**config.mk**
```make
export PLATFORM = sky130hd
export DESIGN_NAME = selftest_handler
export DESIGN_NICKNAME = d
export VERILOG_FILES = /design/src/hw/selftest_pkg.sv /design/src/hw/test_engine_if.sv /design/src/hw/selftest_decode.sv /design/src/hw/selftest_handler.sv /design/src/hw/test_engine.sv
export SDC_FILE = /design/constraint.sdc
export NUM_CORES = 1
export LEC_CHECK = 0
export ABC_AREA = 1
export BUFFER_PORTS_ARGS = -buffer_cell sky130_fd_sc_hd__buf_2
export CORE_ASPECT_RATIO = 0.6
export CORE_UTILIZATION = 42
export DETAILED_ROUTE_END_ITERATION = 8
export SLEW_MARGIN = 20
export SYNTH_ARGS = -nofsm -noshare
export SYNTH_HDL_FRONTEND = slang
export SYNTH_SLANG_ARGS = --single-unit
```
**constraint.sdc**
```tcl
create_clock -name pclk -period 3.3 [get_ports pclk]
set_input_delay 0.33 -clock pclk [delete_from_list [all_inputs] [get_ports pclk]]
set_output_delay 0.33 -clock pclk [all_outputs]
set_load 0.01 [all_outputs]
```
**src/hw/selftest_pkg.sv**
```systemverilog
`default_nettype none
package selftest_pkg;
   // ----------------------------------------
   // Register map (byte addresses)
   // ----------------------------------------
   localparam logic [7:0] ADDR_CMD_CODE = 8'h00;
   localparam logic [7:0] ADDR_CMD_NSID = 8'h04;
   localparam logic [7:0] ADDR_CTRL = 8'h08;
   localparam logic [7:0] ADDR_SUBMIT = 8'h0C;
   localparam logic [7:0] ADDR_STATUS = 8'h10;
   localparam logic [7:0] ADDR_CPL = 8'h14;
   localparam logic [7:0] ADDR_LOG = 8'h18;
   // ----------------------------------------
   // Field positions
   // ----------------------------------------
   localparam int CODE_LSB = 0;
   localparam int SCOPE_BIT = 0;
   localparam int STAT_CUR_LSB = 0;
   localparam int STAT_RUN_BIT = 4;
   localparam int STAT_BUSY_BIT = 5;
   localparam int STAT_CPL_BIT = 6;
   localparam int CPL_SC_LSB = 0;
   localparam int CPL_SCT_LSB = 8;
   localparam int CPL_VALID_BIT = 16;
   localparam int LOG_RES_LSB = 0;
   localparam int LOG_CODE_LSB = 4;
   localparam int LOG_VALID_BIT = 8;
   // ----------------------------------------
   // Test action codes and status values
   // ----------------------------------------
   localparam logic [3:0] CODE_SHORT = 4'h1;
   localparam logic [3:0] CODE_EXT = 4'h2;
   localparam logic [3:0] CODE_VENDOR = 4'hE;
   localparam logic [3:0] CODE_ABORT = 4'hF;
   localparam logic [3:0] TS_IDLE = 4'h0;
   localparam logic [3:0] RES_OK = 4'h0;
   localparam logic [3:0] RES_ABORTED = 4'h1;
   localparam logic [7:0] SC_SUCCESS = 8'h00;
   localparam logic [7:0] SC_INVALID_FIELD = 8'h02;
   localparam logic [7:0] SC_IN_PROGRESS = 8'h1D;
   localparam logic [2:0] SCT_GENERIC = 3'h0;
   localparam logic [2:0] SCT_CMD = 3'h1;
   localparam logic [31:0] NSID_NONE = 32'h0000_0000;
   localparam logic [31:0] NSID_ALL = 32'hFFFF_FFFF;
   localparam logic [31:0] NS_COUNT = 32'h0000_0004;
   localparam int CNT_W = 24;
   typedef logic [CNT_W-1:0] cnt_t;
   typedef enum logic [2:0] {
      ACT_REJECT = 3'b000,
      ACT_ABORT = 3'b001,
      ACT_NOP_OK = 3'b010,
      ACT_START = 3'b011,
      ACT_INVALID = 3'b100
   } act_t;
   typedef enum logic [2:0] {
      ST_IDLE = 3'b000,
      ST_DECODE = 3'b001,
      ST_STOP = 3'b010,
      ST_LOG = 3'b011,
      ST_STATUS = 3'b100,
      ST_START = 3'b101,
      ST_POST = 3'b110,
      ST_WAIT = 3'b111
   } state_t;
endpackage : selftest_pkg
`default_nettype wire

```
**src/hw/test_engine_if.sv**
```systemverilog
`timescale 1ns/1ps
`default_nettype none
interface test_engine_if;
   logic start;
   logic abort;
   logic extended;
   logic running;
   logic done;
   modport ctl (output start, output abort, output extended, input running, input done);
   modport eng (input start, input abort, input extended, output running, output done);
endinterface : test_engine_if
`default_nettype wire

```
**src/hw/selftest_decode.sv**
```systemverilog
`timescale 1ns/1ps
`default_nettype none
module selftest_decode
(
   input wire logic [3:0] code,
   input wire logic busy,
   input wire logic nsid_ok,
   output var selftest_pkg::act_t act
);
   import selftest_pkg::*;
   // ----------------------------------------
   // Action from code and in-progress state
   // ----------------------------------------
   always_comb
   begin
      act = ACT_INVALID;
      case (code)
         CODE_SHORT, CODE_EXT, CODE_VENDOR:
         begin
            if (busy)
               act = ACT_REJECT;
            else if (nsid_ok)
               act = ACT_START;
            else
               act = ACT_INVALID;
         end
         CODE_ABORT:
         begin
            if (busy)
               act = ACT_ABORT;
            else
               act = ACT_NOP_OK;
         end
         default:
            act = ACT_INVALID;
      endcase
   end
endmodule : selftest_decode
`default_nettype wire

```
**src/hw/selftest_handler.sv**
```systemverilog
`timescale 1ns/1ps
`default_nettype none
module selftest_handler
#(
   parameter int unsigned SHORT_CYCLES = 5000,
   parameter int unsigned EXT_CYCLES = 50000
)
(
   input wire logic pclk,
   input wire logic presetn,
   input wire logic psel,
   input wire logic penable,
   input wire logic pwrite,
   input wire logic [7:0] paddr,
   input wire logic [31:0] pwdata,
   output logic [31:0] prdata,
   output logic pready,
   output logic pslverr,
   input wire logic subsys_test_busy,
   output logic test_running,
   output logic cpl_valid,
   output logic [7:0] cpl_status,
   output logic [2:0] cpl_type
);
   import selftest_pkg::*;

   test_engine_if eif ();
   state_t state_q;
   act_t act;
   act_t act_q;
   logic [3:0] code_q;
   logic [31:0] nsid_q;
   logic scope_q;
   logic [3:0] cur_status_q;
   logic [3:0] newest_code_q;
   logic [3:0] newest_res_q;
   logic newest_valid_q;
   logic cpl_valid_q;
   logic [7:0] cpl_status_q;
   logic [2:0] cpl_type_q;
   logic [31:0] prdata_q;
   logic [31:0] rdata;
   logic addr_ok;
   logic wr_en;
   logic rd_setup;
   logic busy;
   logic nsid_ok;
   logic submit;
   logic cpl_ack;

   // ----------------------------------------
   // APB decode
   // ----------------------------------------
   assign wr_en = psel & penable & pwrite & addr_ok;
   assign rd_setup = psel & ~penable & ~pwrite;
   assign pready = 1'b1;
   assign pslverr = psel & penable & ~addr_ok;
   assign submit = wr_en && (paddr == ADDR_SUBMIT) && (state_q == ST_IDLE) && !cpl_valid_q;
   assign cpl_ack = wr_en && (paddr == ADDR_CPL);

   always_comb
   begin
      addr_ok = 1'b1;
      rdata = '0;
      if (paddr == ADDR_CMD_CODE)
         rdata[CODE_LSB +: 4] = code_q;
      else if (paddr == ADDR_CMD_NSID)
         rdata = nsid_q;
      else if (paddr == ADDR_CTRL)
         rdata[SCOPE_BIT] = scope_q;
      else if (paddr == ADDR_SUBMIT)
         rdata = '0;
      else if (paddr == ADDR_STATUS)
      begin
         rdata[STAT_CUR_LSB +: 4] = cur_status_q;
         rdata[STAT_RUN_BIT] = eif.running;
         rdata[STAT_BUSY_BIT] = (state_q != ST_IDLE);
         rdata[STAT_CPL_BIT] = cpl_valid_q;
      end
      else if (paddr == ADDR_CPL)
      begin
         rdata[CPL_SC_LSB +: 8] = cpl_status_q;
         rdata[CPL_SCT_LSB +: 3] = cpl_type_q;
         rdata[CPL_VALID_BIT] = cpl_valid_q;
      end
      else if (paddr == ADDR_LOG)
      begin
         rdata[LOG_RES_LSB +: 4] = newest_res_q;
         rdata[LOG_CODE_LSB +: 4] = newest_code_q;
         rdata[LOG_VALID_BIT] = newest_valid_q;
      end
      else
         addr_ok = 1'b0;
   end

   always_ff @(posedge pclk or negedge presetn)
   begin
      if (!presetn)
         prdata_q <= '0;
      else if (rd_setup)
         prdata_q <= rdata;
   end

   assign prdata = prdata_q;

   // ----------------------------------------
   // Command registers
   // ----------------------------------------
   always_ff @(posedge pclk or negedge presetn)
   begin
      if (!presetn)
      begin
         code_q <= '0;
         nsid_q <= '0;
         scope_q <= 1'b0;
      end
      else if (wr_en && state_q == ST_IDLE)
      begin
         if (paddr == ADDR_CMD_CODE)
            code_q <= pwdata[CODE_LSB +: 4];
         else if (paddr == ADDR_CMD_NSID)
            nsid_q <= pwdata;
         else if (paddr == ADDR_CTRL)
            scope_q <= pwdata[SCOPE_BIT];
      end
   end

   // ----------------------------------------
   // Decision inputs
   // ----------------------------------------
   assign busy = scope_q ? (eif.running | subsys_test_busy) : eif.running;
   assign nsid_ok = (nsid_q == NSID_NONE) || (nsid_q == NSID_ALL) || (nsid_q <= NS_COUNT);

   selftest_decode u_decode (
      .code (code_q),
      .busy (busy),
      .nsid_ok (nsid_ok),
      .act (act)
   );

   test_engine #(
      .SHORT_CYCLES (SHORT_CYCLES),
      .EXT_CYCLES (EXT_CYCLES)
   ) u_engine (
      .clk (pclk),
      .rst_n (presetn),
      .eif (eif.eng)
   );

   assign eif.start = (state_q == ST_START);
   assign eif.abort = (state_q == ST_STOP);
   assign eif.extended = (code_q == CODE_EXT);
   assign test_running = eif.running;

   // ----------------------------------------
   // Command sequencer
   // ----------------------------------------
   always_ff @(posedge pclk or negedge presetn)
   begin
      if (!presetn)
      begin
         state_q <= ST_IDLE;
         act_q <= ACT_INVALID;
      end
      else
      begin
         case (state_q)
            ST_IDLE:
               if (submit)
                  state_q <= ST_DECODE;
            ST_DECODE:
            begin
               act_q <= act;
               if (act == ACT_ABORT)
                  state_q <= ST_STOP;
               else if (act == ACT_START)
                  state_q <= ST_STATUS;
               else
                  state_q <= ST_POST;
            end
            ST_STOP:
               state_q <= ST_LOG;
            ST_LOG:
               state_q <= ST_STATUS;
            ST_STATUS:
               state_q <= (act_q == ACT_ABORT) ? ST_POST : ST_START;
            ST_START:
               state_q <= ST_POST;
            ST_POST:
               state_q <= ST_WAIT;
            ST_WAIT:
               if (!cpl_valid_q)
                  state_q <= ST_IDLE;
            default:
               state_q <= ST_IDLE;
         endcase
      end
   end

   // ----------------------------------------
   // Self-test log
   // ----------------------------------------
   always_ff @(posedge pclk or negedge presetn)
   begin
      if (!presetn)
      begin
         cur_status_q <= TS_IDLE;
         newest_code_q <= '0;
         newest_res_q <= '0;
         newest_valid_q <= 1'b0;
      end
      else if (state_q == ST_LOG)
      begin
         newest_code_q <= cur_status_q;
         newest_res_q <= RES_ABORTED;
         newest_valid_q <= 1'b1;
      end
      else if (state_q == ST_STATUS)
         cur_status_q <= (act_q == ACT_ABORT) ? TS_IDLE : code_q;
      else if (eif.done)
      begin
         newest_code_q <= cur_status_q;
         newest_res_q <= RES_OK;
         newest_valid_q <= 1'b1;
         cur_status_q <= TS_IDLE;
      end
   end

   // ----------------------------------------
   // Completion entry
   // ----------------------------------------
   always_ff @(posedge pclk or negedge presetn)
   begin
      if (!presetn)
      begin
         cpl_valid_q <= 1'b0;
         cpl_status_q <= SC_SUCCESS;
         cpl_type_q <= SCT_GENERIC;
      end
      else if (state_q == ST_POST)
      begin
         cpl_valid_q <= 1'b1;
         if (act_q == ACT_REJECT)
         begin
            cpl_status_q <= SC_IN_PROGRESS;
            cpl_type_q <= SCT_CMD;
         end
         else if (act_q == ACT_INVALID)
         begin
            cpl_status_q <= SC_INVALID_FIELD;
            cpl_type_q <= SCT_GENERIC;
         end
         else
         begin
            cpl_status_q <= SC_SUCCESS;
            cpl_type_q <= SCT_GENERIC;
         end
      end
      else if (cpl_ack)
         cpl_valid_q <= 1'b0;
   end

   assign cpl_valid = cpl_valid_q;
   assign cpl_status = cpl_status_q;
   assign cpl_type = cpl_type_q;
endmodule : selftest_handler
`default_nettype wire

```
**src/hw/test_engine.sv**
```systemverilog
`timescale 1ns/1ps
`default_nettype none
module test_engine
   import selftest_pkg::*;
#(
   parameter int unsigned SHORT_CYCLES = 5000,
   parameter int unsigned EXT_CYCLES = 50000
)
(
   input wire logic clk,
   input wire logic rst_n,
   test_engine_if.eng eif
);
   cnt_t cnt_q;
   logic running_q;
   logic done_q;

   // ----------------------------------------
   // Test run timer
   // ----------------------------------------
   always_ff @(posedge clk or negedge rst_n)
   begin
      if (!rst_n)
      begin
         running_q <= 1'b0;
         cnt_q <= '0;
         done_q <= 1'b0;
      end
      else
      begin
         done_q <= 1'b0;
         if (eif.abort)
            running_q <= 1'b0;
         else if (eif.start)
         begin
            running_q <= 1'b1;
            cnt_q <= eif.extended ? cnt_t'(EXT_CYCLES - 1) : cnt_t'(SHORT_CYCLES - 1);
         end
         else if (running_q)
         begin
            if (cnt_q == '0)
            begin
               running_q <= 1'b0;
               done_q <= 1'b1;
            end
            else
               cnt_q <= cnt_q - cnt_t'(1);
         end
      end
   end

   assign eif.running = running_q;
   assign eif.done = done_q;
endmodule : test_engine
`default_nettype wire

```
==> results.yml, run 1 <==
logic_synthesis:
  synth_seq_cells: 114
  syn-cell-area_um2: 6090
  synth_top_area_share: 0.465
  ys_async_sr_fraction: 1.00
  yosys-top-cells-count: "285 x nand2_1, 113 x dfrtp_1, 94 x nor2_1"
  syn-instance-count: 813
  yosys.area.top_type: "dfrtp_1"
  synth_edf_count: 0
  synth.area.top_cells: "dfrtp_1 46%, nand2_1 18%, nor2_1 5.8%, nand4_1 5.2%, nand3_1 5.0%"
  synth_cell_types: 38
  avgSynthCellArea_um2: 7.49
  synth.most_common_cell: "nand2_1"
  synthFlopType: "dfrtp_1"
  yosysSeqAreaShare: 0.469
  synth_warnings: 0
worst_setup_path:
  critPathKind: "reg -> reg"
  cp-start-kind: "register"
  crit_family: "simple AND/OR/NAND/NOR gates"
  crit_path_end_kind: "register"
  reg2reg_from: "u_engine.cnt_q[0]$_DFFE_PN0P_"
  r2r-end: "u_engine.cnt_q[22]$_DFFE_PN0P_"
  slowest_delay_ns: 0.39
  cp_max_fo: 20
  ff2ff_path_depth: 8
  cp_common_cell: "nand2_2"
  cp_cell_sequence: "inv_1, ha_1, nand2_2, nor2_4, nand4_1, nand2_2, buf_4, o21ai_0"
  crit_path_top_delay_cell: "dfrtp_1"
  rrSetupSlack_ns: 1.21
  crit_buf_inv: 2
  critPathArrivalTime_ns: 2.37
  required_ns: 3.58
global_route:
  grt_pass1_wl_mm: 28.4
  grt_pass1_vias: 5305
  met2_usage: 0.319
  grt-ovfl-total: 0
  grt_usage: 0.252
  top_usage_layer: "met1"
  use_met3: 0.0709
  use_met1: 0.406
  antenna_found_initial: 0
  grt_max_degree: 61
power:
  p_leak_uw: 0.00376
  intPower_uw: 3140
  p_switching_uw: 1930
  power_uw: 5070
  p_seq_frac: 0.361
  swShare: 0.380
  vdd_drop_max_mv: 0.353
  pwr-share-comb: 0.282
  pwr-share-clk: 0.357
  power_density_nw_per_um2: 705
sta:
  tns_ns: 0
  layout_min_cycle_time_ns: 2.09
  max_slew_margin: 0.498
  clock.fmax_mhz: 479
  maxSlewViolCount: 0
  skew_ns: 0.00780
  setup_viol: 0
  min_period_over_period: 0.633
  worst_pin_slew_ns: 0.754
  final_hold_viol_count: 11
  rsz0062_at_grt: "false"
  holdWs_ns: -0.00779
floorplanning:
  core_um2: 13900
  num_rows: 33
  dieArea_um2: 15000
  die_h_um: 95.2
  die_w_um: 157
  initial_core_util: 0.437
  boundaryPins: 93
placed_design:
  dp_hpwl_mm: 12.9
  io_buffers: 86
  placed_cells: 1062
  place_congestion: 0.945
clock_network:
  ctsHtreeMaxLevel: 4
  post_cts_resized: 0
  clock-sinks: 114
  root_buffer: "clkbuf_16"
  tritoncts: "done"
  postCtsSetupBuffers: 0
  clk-insertion-delay-late_ns: 0.41
  clockBufferDepth: 2
  cts_buffers: 17
  ctsHoldBuffers: 0
  clk_pin_slew_ns: 0.06
drt:
  drt-total-wl_mm: 17.6
  drt_pre_antenna_iters: 5
  drt_iter0_drc: 456
  vias: 5773
  antenna_left: 0
  wl_per_cell_um: 16.1
  drc: 0
  routed_via_density: 5.28
layout:
  fillers: 1337
  instances_no_fill: 1094
  drive_gt1_frac: 0.169
  diodes: 0
  area_delta_synth_final_pct: 18.0
  nets: 936
worst_hold_path:
  hold_path_class: "in -> async"
outcome:
  violations: "hold timing"
  status: "finished, violations left"
flow_run:
  drv_cap: 0
-- state kept, by name (all words and copies together), names as in the netlist, 2 cells and up --
signal,flops
prdata,32
code_q,4
state_q,3
cur_status_q,4
nsid_q,32
cpl_status,2
act_q,3
newest_code_q,4
u_engine.cnt_q,24
-- routing by layer --
metal | vias up | part of all wire
li1 | 2797 | -
met1 | 2699 | 0.52
met2 | 265 | 0.38
met3 | 12 | 0.099
met4 | 0 | 0.0076
met5 | - | 0
-- final cells by class --
type / instances / area (um^2) / share of cell area
tap: 192 / 240 / 0.0334
timing repair buffer: 95 / 513 / 0.0714
sequential: 114 / 2850 / 0.397
multi-input combinational: 605 / 2790 / 0.388
clock inverter: 12 / 134 / 0.0186
inverter: 56 / 210 / 0.0293
clock buffer: 20 / 447 / 0.0622
-- how the worst max path moves through the flow --
| stage | start | end | depth (start not counted) |
|---|---|---|---|
| 2_1_floorplan | u_engine.cnt_q[0]$_DFFE_PN0P_ | u_engine.cnt_q[9]$_DFFE_PN0P_ | 10 |
| 3_3_place_gp | paddr[1] | nsid_q[26]$_DFFE_PN0P_ | 9 |
| 3_5_place_dp | paddr[1] | nsid_q[25]$_DFFE_PN0P_ | 9 |
| 4_1_cts | u_engine.cnt_q[0]$_DFFE_PN0P_ | u_engine.cnt_q[22]$_DFFE_PN0P_ | 8 |
| 5_1_grt | u_engine.cnt_q[0]$_DFFE_PN0P_ | u_engine.cnt_q[2]$_DFFE_PN0P_ | 9 |
| 6_report | u_engine.cnt_q[0]$_DFFE_PN0P_ | u_engine.cnt_q[22]$_DFFE_PN0P_ | 8 |
-- cell families (layout without fill, tap and decap cells) --
group	after synthesis	count (layout)	synth area share
xor gates and xnor gates	8	8	0.0115
other	2	6	0.00123
buffers and inverters	98	183	0.0767
adders and majority gates	1	1	0.00206
and+or+nand+nor	516	516	0.371
DFF	114	114	0.469
AOI/OAI and AO/OA	74	74	0.0687
-- power by group through the flow --
stage	Clock [uW]	Sequential [uW]	Combinational, uW
after global routing	1890	1850	1620
after global placement	0	1850	1380
after CTS	1830	1820	1400
after detailed placement	0	1840	1390
final	1810	1830	1430
after floorplan	0	1750	1080
-- per-stage QoR --
step / utilization / hold WS [ns] / instance area [um^2] / setup WS, ns
detailed placement: 0.475 / 0.440 / 6600 / 1.10
global placement: 0.475 / 0.445 / 6600 / 1.10
global route: 0.516 / 0.0487 / 7180 / 1.07
CTS: 0.516 / 0.00575 / 7180 / 1.23
floorplan: - / 0.0344 / 6100 / 1.66
finish: 0.516 / -0.00779 / 7180 / 1.21
-- placed cells by master (no fill, tap or decap), types with 2 or more instances in the layout --
cell type | Yosys | final
clkinv_2 | 0 | 3
xor2_1 | 8 | 8
nand3_2 | 3 | 3
o22ai_1 | 3 | 3
inv_2 | 8 | 8
nand2_1 | 285 | 285
nor3_2 | 1 | 2
nor2_2 | 3 | 3
o31ai_1 | 3 | 3
buf_4 | 14 | 9
bufinv_16 | 0 | 2
clkinvlp_4 | 0 | 2
nor2_1 | 94 | 94
nor3_1 | 7 | 6
nand2_2 | 3 | 3
o21ai_0 | 32 | 32
clkbuf_16 | 0 | 17
o21ai_1 | 13 | 13
dfrtp_1 | 113 | 113
o211ai_1 | 2 | 2
o21bai_1 | 3 | 3
conb_1 | 2 | 6
inv_1 | 48 | 48
nand3_1 | 61 | 61
nand3b_1 | 2 | 2
buf_2 | 7 | 85
a21oi_1 | 13 | 13
clkbuf_1 | 16 | 2
clkinv_4 | 0 | 4
nor2_4 | 2 | 2
nand4_1 | 51 | 51
Note: power is estimated with default switching activity, not from simulation.
==> run 2: changes to the inputs <==
==> constraint.sdc (replaced) <==
create_clock -name pclk -period 1.8 [get_ports pclk]
set_input_delay 0.18 -clock pclk [delete_from_list [all_inputs] [get_ports pclk]]
set_output_delay 0.18 -clock pclk [all_outputs]
set_load 0.01 [all_outputs]
==> results.yml, run 2 (synthesis gave the netlist of run 1 again) <==
outcome:
  status: "finished, final reports clean"
worst_setup_path:
  cp-start-kind: "register"
  crit_path_end_kind: "register"
  setup.worst_path.start: "u_engine.cnt_q[4]$_DFFE_PN0P_"
  critPathArrivalTime_ns: 2.02
  rrSetupSlack_ns: 0.08
  cp-endpoint: "u_engine.cnt_q[23]$_DFFE_PN0P_"
  critPathKind: "reg -> reg"
  ff2ff_path_depth: 8
  required_ns: 2.10
  reg2reg_from: "u_engine.cnt_q[4]$_DFFE_PN0P_"
  cp_max_fo: 12
  r2r-end: "u_engine.cnt_q[23]$_DFFE_PN0P_"
placed_design:
  place_congestion: 0.901
  dp_slack_ns: 0.0392
  io_buffers: 86
  dp_hpwl_mm: 13.4
global_route:
  grt-ovfl-total: 0
  grt_max_degree: 78
  grt_pass1_wl_mm: 28.7
  grt_pass1_vias: 5368
  grt_usage: 0.259
  antenna_found_initial: 0
layout:
  final_common_cell: "nand2_1"
  finish.utilization: 0.542
  diodes: 0
  most-common-layout-cells: "285 x nand2_1, 113 x dfrtp_1, 86 x nor2_1, 85 x buf_2, 61 x nand3_1"
  nets: 966
  area_delta_synth_final_pct: 24.0
  drive_gt1_frac: 0.206
flow_run:
  drv_cap: 0
drt:
  routed_via_density: 5.23
  drc: 0
  drt-total-wl_mm: 18.1
  drt_iter0_drc: 606
  antenna_left: 0
  vias: 5883
  wl_per_cell_um: 16.1
  drt_pre_antenna_iters: 5
sta:
  min_period_over_period: 0.958
  holdWs_ns: 0.00782
  layout_min_cycle_time_ns: 1.72
  final_hold_viol_count: 0
  worst_slack_ns: 0.0753
  skew_ns: 0.00606
  maxSlewViolCount: 0
  tns_ns: 0
  setup_viol: 0
  clock.fmax_mhz: 580
power:
  p_leak_uw: 0.00393
  power_density_nw_per_um2: 1330
  power_uw: 10000
  vdd_drop_max_mv: 0.618
floorplanning:
  boundaryPins: 93
  initial_core_util: 0.437
  num_rows: 33
  dieArea_um2: 15000
  die_h_um: 95.2
  core_um2: 13900
  die_w_um: 157
clock_network:
  clockBufferDepth: 2
  clk_pin_slew_ns: 0.06
  ctsHtreeMaxLevel: 4
  clk-insertion-delay-late_ns: 0.42
  tritoncts: "done"
  cts_buffers: 17
  root_buffer: "clkbuf_16"
  clock-sinks: 114
worst_hold_path:
  hold_path_class: "in -> reg"
-- run 2: power by group --
group          internal (uW)  leakage, uW  switching (uW)  total (uW)
combinational           1150      0.00212            2090        3240
clock                   2090     0.000280            1310        3390
sequential              2910      0.00153             469        3380
-- run 2: repair_timing --
action | in CTS | in global routing
endpoints found under the hold margin | 114 | 0
hold buffers | 1 | 0
gates resized for setup | 0 | 14
buffers inserted | 0 | 3
setup endpoints to repair | 0 | 22
-- run 2: how the worst min path moves through the flow --
stage / from / endpoint / slack (ns) / cells after the start
finish: pwdata[26] / nsid_q[26]$_DFFE_PN0P_ / 0.008 / 3
floorplan: presetn / act_q[0]$_DFFE_PN0N_ / -0.12 / 0
detailed placement: presetn / prdata[26]$_DFFE_PN0P_ / 0.18 / 2
CTS: pwdata[26] / nsid_q[26]$_DFFE_PN0P_ / 0.001 / 3
global route: pwdata[25] / nsid_q[25]$_DFFE_PN0P_ / 0.01 / 3
global placement: presetn / prdata[26]$_DFFE_PN0P_ / 0.17 / 2
-- run 2: metal layers --
layer	part of all wire	track usage	wire, um
met1	0.53	0.410	9640
met2	0.38	0.330	6830
met3	0.077	0.0636	1390
met4	0.010	0.0898	183
met5	0	0	0
-- run 2: through the flow --
stage / area (um^2) / instances
3_5_place_dp: 6860 / 1088
2_1_floorplan: 6100 / 817
3_3_place_gp: 6860 / 1088
6_report: 7550 / 1124
4_1_cts: 7470 / 1121
5_1_grt: 7550 / 1124
-- run 2: worst max-delay path, stage by stage, from the launching register on --
cell and delay, ns:
dfrtp_1 0.48, nor2_2 0.16, nand2_1 0.14, nor2_4 0.18
nand4_1 0.12, nand2_2 0.16, buf_12 0.13, buf_12 0.12
o21ai_0 0.09
-- run 2: cell type report --
cell class | count | area, um^2
inverter | 56 | 213
clock buffer | 18 | 439
fill | 1325 | 6370
clock inverter | 14 | 156
timing repair buffer | 125 | 816
tap | 192 | 240
multi-input combinational | 605 | 2830
sequential | 114 | 2850
==> run 3: changes to the inputs <==
--- a/config.mk
+++ b/config.mk
@@ -10,7 +10,9 @@
 export CORE_ASPECT_RATIO = 0.6
 export CORE_UTILIZATION = 42
 export DETAILED_ROUTE_END_ITERATION = 8
+export RECOVER_POWER = 25
 export SLEW_MARGIN = 20
 export SYNTH_ARGS = -nofsm -noshare
 export SYNTH_HDL_FRONTEND = slang
+export SYNTH_HIERARCHICAL = 1
 export SYNTH_SLANG_ARGS = --single-unit
==> results.yml, run 3 <==
outcome:
  status: "finished, violations left"
  violations: "DRC, setup timing"
worst_setup_path:
  crit_path_end_kind: "register"
  rrSetupSlack_ns: -0.09
  r2r-end: "state_q[1]$_DFFE_PN0P_"
  crit_family: "simple AND/OR/NAND/NOR gates"
  cp_max_fo: 3
  cp-start-kind: "register"
  crit_path_top_delay_cell: "dfrtp_1"
  ff2ff_path_depth: 9
  crit_buf_inv: 0
  cp_cell_sequence: "nor4_1, nand4_1, o21ai_2, nand2_1, nand3b_1, nand2_2, nor2_1, a21oi_1, nand4_1"
  slowest_delay_ns: 0.40
  required_ns: 2.09
  critPathArrivalTime_ns: 2.18
  cp_common_cell: "nand4_1"
  reg2reg_from: "nsid_q[14]$_DFFE_PN0P_"
  critPathKind: "reg -> reg"
logic_synthesis:
  synth.most_common_cell: "nand2_1"
  synth_cell_types: 42
  synthFlopType: "dfrtp_1"
  syn-instance-count: 812
  syn-cell-area_um2: 6260
  synth_seq_cells: 114
  yosys.area.top_type: "dfrtp_1"
  synth_top_area_share: 0.452
  yosysSeqAreaShare: 0.456
  ys_async_sr_fraction: 1.00
  synth_edf_count: 0
  yosys-top-cells-count: "254 x nand2_1, 113 x dfrtp_1, 71 x inv_1"
  synth.area.top_cells: "dfrtp_1 45%, nand2_1 15%, nand4_1 6.8%, inv_1 4.3%, nand3_1 4.2%"
  synth_warnings: 6
  avgSynthCellArea_um2: 7.71
floorplanning:
  die_w_um: 160
  core_um2: 14500
  boundaryPins: 93
  num_rows: 34
  die_h_um: 96.6
  initial_core_util: 0.432
  dieArea_um2: 15400
placed_design:
  place_area_um2: 7250
  dp_hpwl_mm: 13.3
  place_congestion: 0.856
  placed_cells: 1124
  io_buffers: 86
clock_network:
  clk_pin_slew_ns: 0.06
  clockBufferDepth: 2
  ctsHtreeMaxLevel: 4
  clk-insertion-delay-late_ns: 0.43
  root_buffer: "clkbuf_16"
  tritoncts: "done"
  clock-sinks: 114
  cts_buffers: 17
layout:
  fillers: 1396
  final_common_cell: "nand2_1"
  finish.utilization: 0.543
  drive_gt1_frac: 0.268
  nets: 997
  diodes: 0
  area_delta_synth_final_pct: 25.9
  most-common-layout-cells: "253 x nand2_1, 113 x dfrtp_1, 85 x buf_2, 68 x nand4_1, 67 x inv_1"
  instances_no_fill: 1160
  design_area_um2: 7880
sta:
  final_hold_viol_count: 0
  tns_ns: -0.243
  worst_slack_ns: -0.0864
  skew_ns: 0.00992
  setup_viol: 4
  maxSlewViolCount: 0
  worst_pin_slew_ns: 0.908
  clock.fmax_mhz: 530
  max_slew_margin: 0.394
  min_period_over_period: 1.05
  rsz0062_at_grt: "true"
  layout_min_cycle_time_ns: 1.89
drt:
  drt_iter0_drc: 447
  wl_per_cell_um: 15.6
  top_layer: "met4"
  drt_pre_antenna_iters: 7
  wl_met3_mm: 1.54
  drt-total-wl_mm: 18.1
  wl_met2_mm: 7.04
  m1WireLength_mm: 9.36
  vias: 5971
  routed_via_density: 5.15
  drc: 1
  antenna_left: 0
power:
  vdd_drop_max_mv: 0.817
  power_density_nw_per_um2: 1270
  p_leak_uw: 0.00420
global_route:
  grt_pass1_wl_mm: 29.7
  grt-ovfl-total: 0
  antenna_found_initial: 0
  grt_max_degree: 43
  grt_pass1_vias: 5560
  grt_usage: 0.252
worst_hold_path:
  hold_path_class: "in -> reg"
  min_path_cells: 3
  min_to: "nsid_q[4]$_DFFE_PN0P_"
  hp-start: "pwdata[4]"
flow_run:
  drv_cap: 0
-- run 3: cell count changes after synthesis, moves of 6 or more --
| cell | change |
|---|---|
| nor2_1 | -28 |
| nor4_1 | +8 |
| inv_1 | +23 |
| nand3_1 | -9 |
| nand4_1 | +17 |
| nand2_2 | +6 |
| clkbuf_1 | -9 |
| o21ai_1 | -9 |
| nand2_1 | -31 |
| nor2_2 | +11 |
-- run 3: area by class of cell --
type                       instances  area [um^2]  share of cell area
multi-input combinational        582         2920               0.371
tap                              198          248              0.0314
sequential                       114         2850               0.362
clock inverter                    14          120              0.0152
timing repair buffer             155          998               0.127
inverter                          79          302              0.0383
clock buffer                      18          439              0.0557
-- run 3: cell families after synthesis --
logic type	synth area share
simple gates	0.374
buf+inv	0.0925
flops	0.456
compound gates	0.0666
xor+xnor	0.00560
fa+ha+maj	0.00400
other cells	0.00120
-- run 3: what timing repair did --
item,CTS,global route
resized for setup,6,15
setup endpoints to repair,4,29
buffers inserted,1,2
endpoints found under the hold margin,30,0
hold buffers,2,0
pin swaps,6,4
-- run 3: report_power, final --
group / switching (uW) / leakage (uW) / internal, uW
combinational: 2240 / 0.00240 / 1220
clock: 1400 / 0.000263 / 1840
sequential: 421 / 0.00154 / 2930
total: 4060 / 0.00420 / 5980
-- run 3: worst min-delay path, cell delays in order --
cell     delay [ns]
buf_2          0.08
nand4_1        0.08
nand2_1        0.06
-- run 3: worst max-delay path by stage --
stage                                      start                     end  slack (ns)  cells past startpoint
after global placement     nsid_q[6]$_DFFE_PN0P_  state_q[2]$_DFFE_PN0P_       -0.25                     11
after floorplan           nsid_q[14]$_DFFE_PN0P_  state_q[2]$_DFFE_PN0P_        0.14                      8
final                     nsid_q[14]$_DFFE_PN0P_  state_q[1]$_DFFE_PN0P_       -0.09                      9
after CTS                  nsid_q[6]$_DFFE_PN0P_  state_q[1]$_DFFE_PN0P_        -0.1                     11
after detailed placement   nsid_q[6]$_DFFE_PN0P_  state_q[2]$_DFFE_PN0P_       -0.24                     11
after global routing      nsid_q[11]$_DFFE_PN0P_  state_q[1]$_DFFE_PN0P_       -0.26                     11
-- run 3: through the flow --
stage               setup WS [ns]  hold WS, ns  power, uW
floorplan                   0.145       -0.116       5700
global placement           -0.249        0.171       6680
detailed placement         -0.238        0.175       6720
CTS                       -0.0981      0.00476       9980
global route               -0.256       0.0259      10700
finish                    -0.0864       0.0140      10000
-- run 3: per-layer routing --
metal / vias up / GRT usage
met1: 2793 / 0.388
li1: 2942 / -
met2: 219 / 0.339
met3: 17 / 0.0602
met4: 0 / 0.0841
met5: - / 0
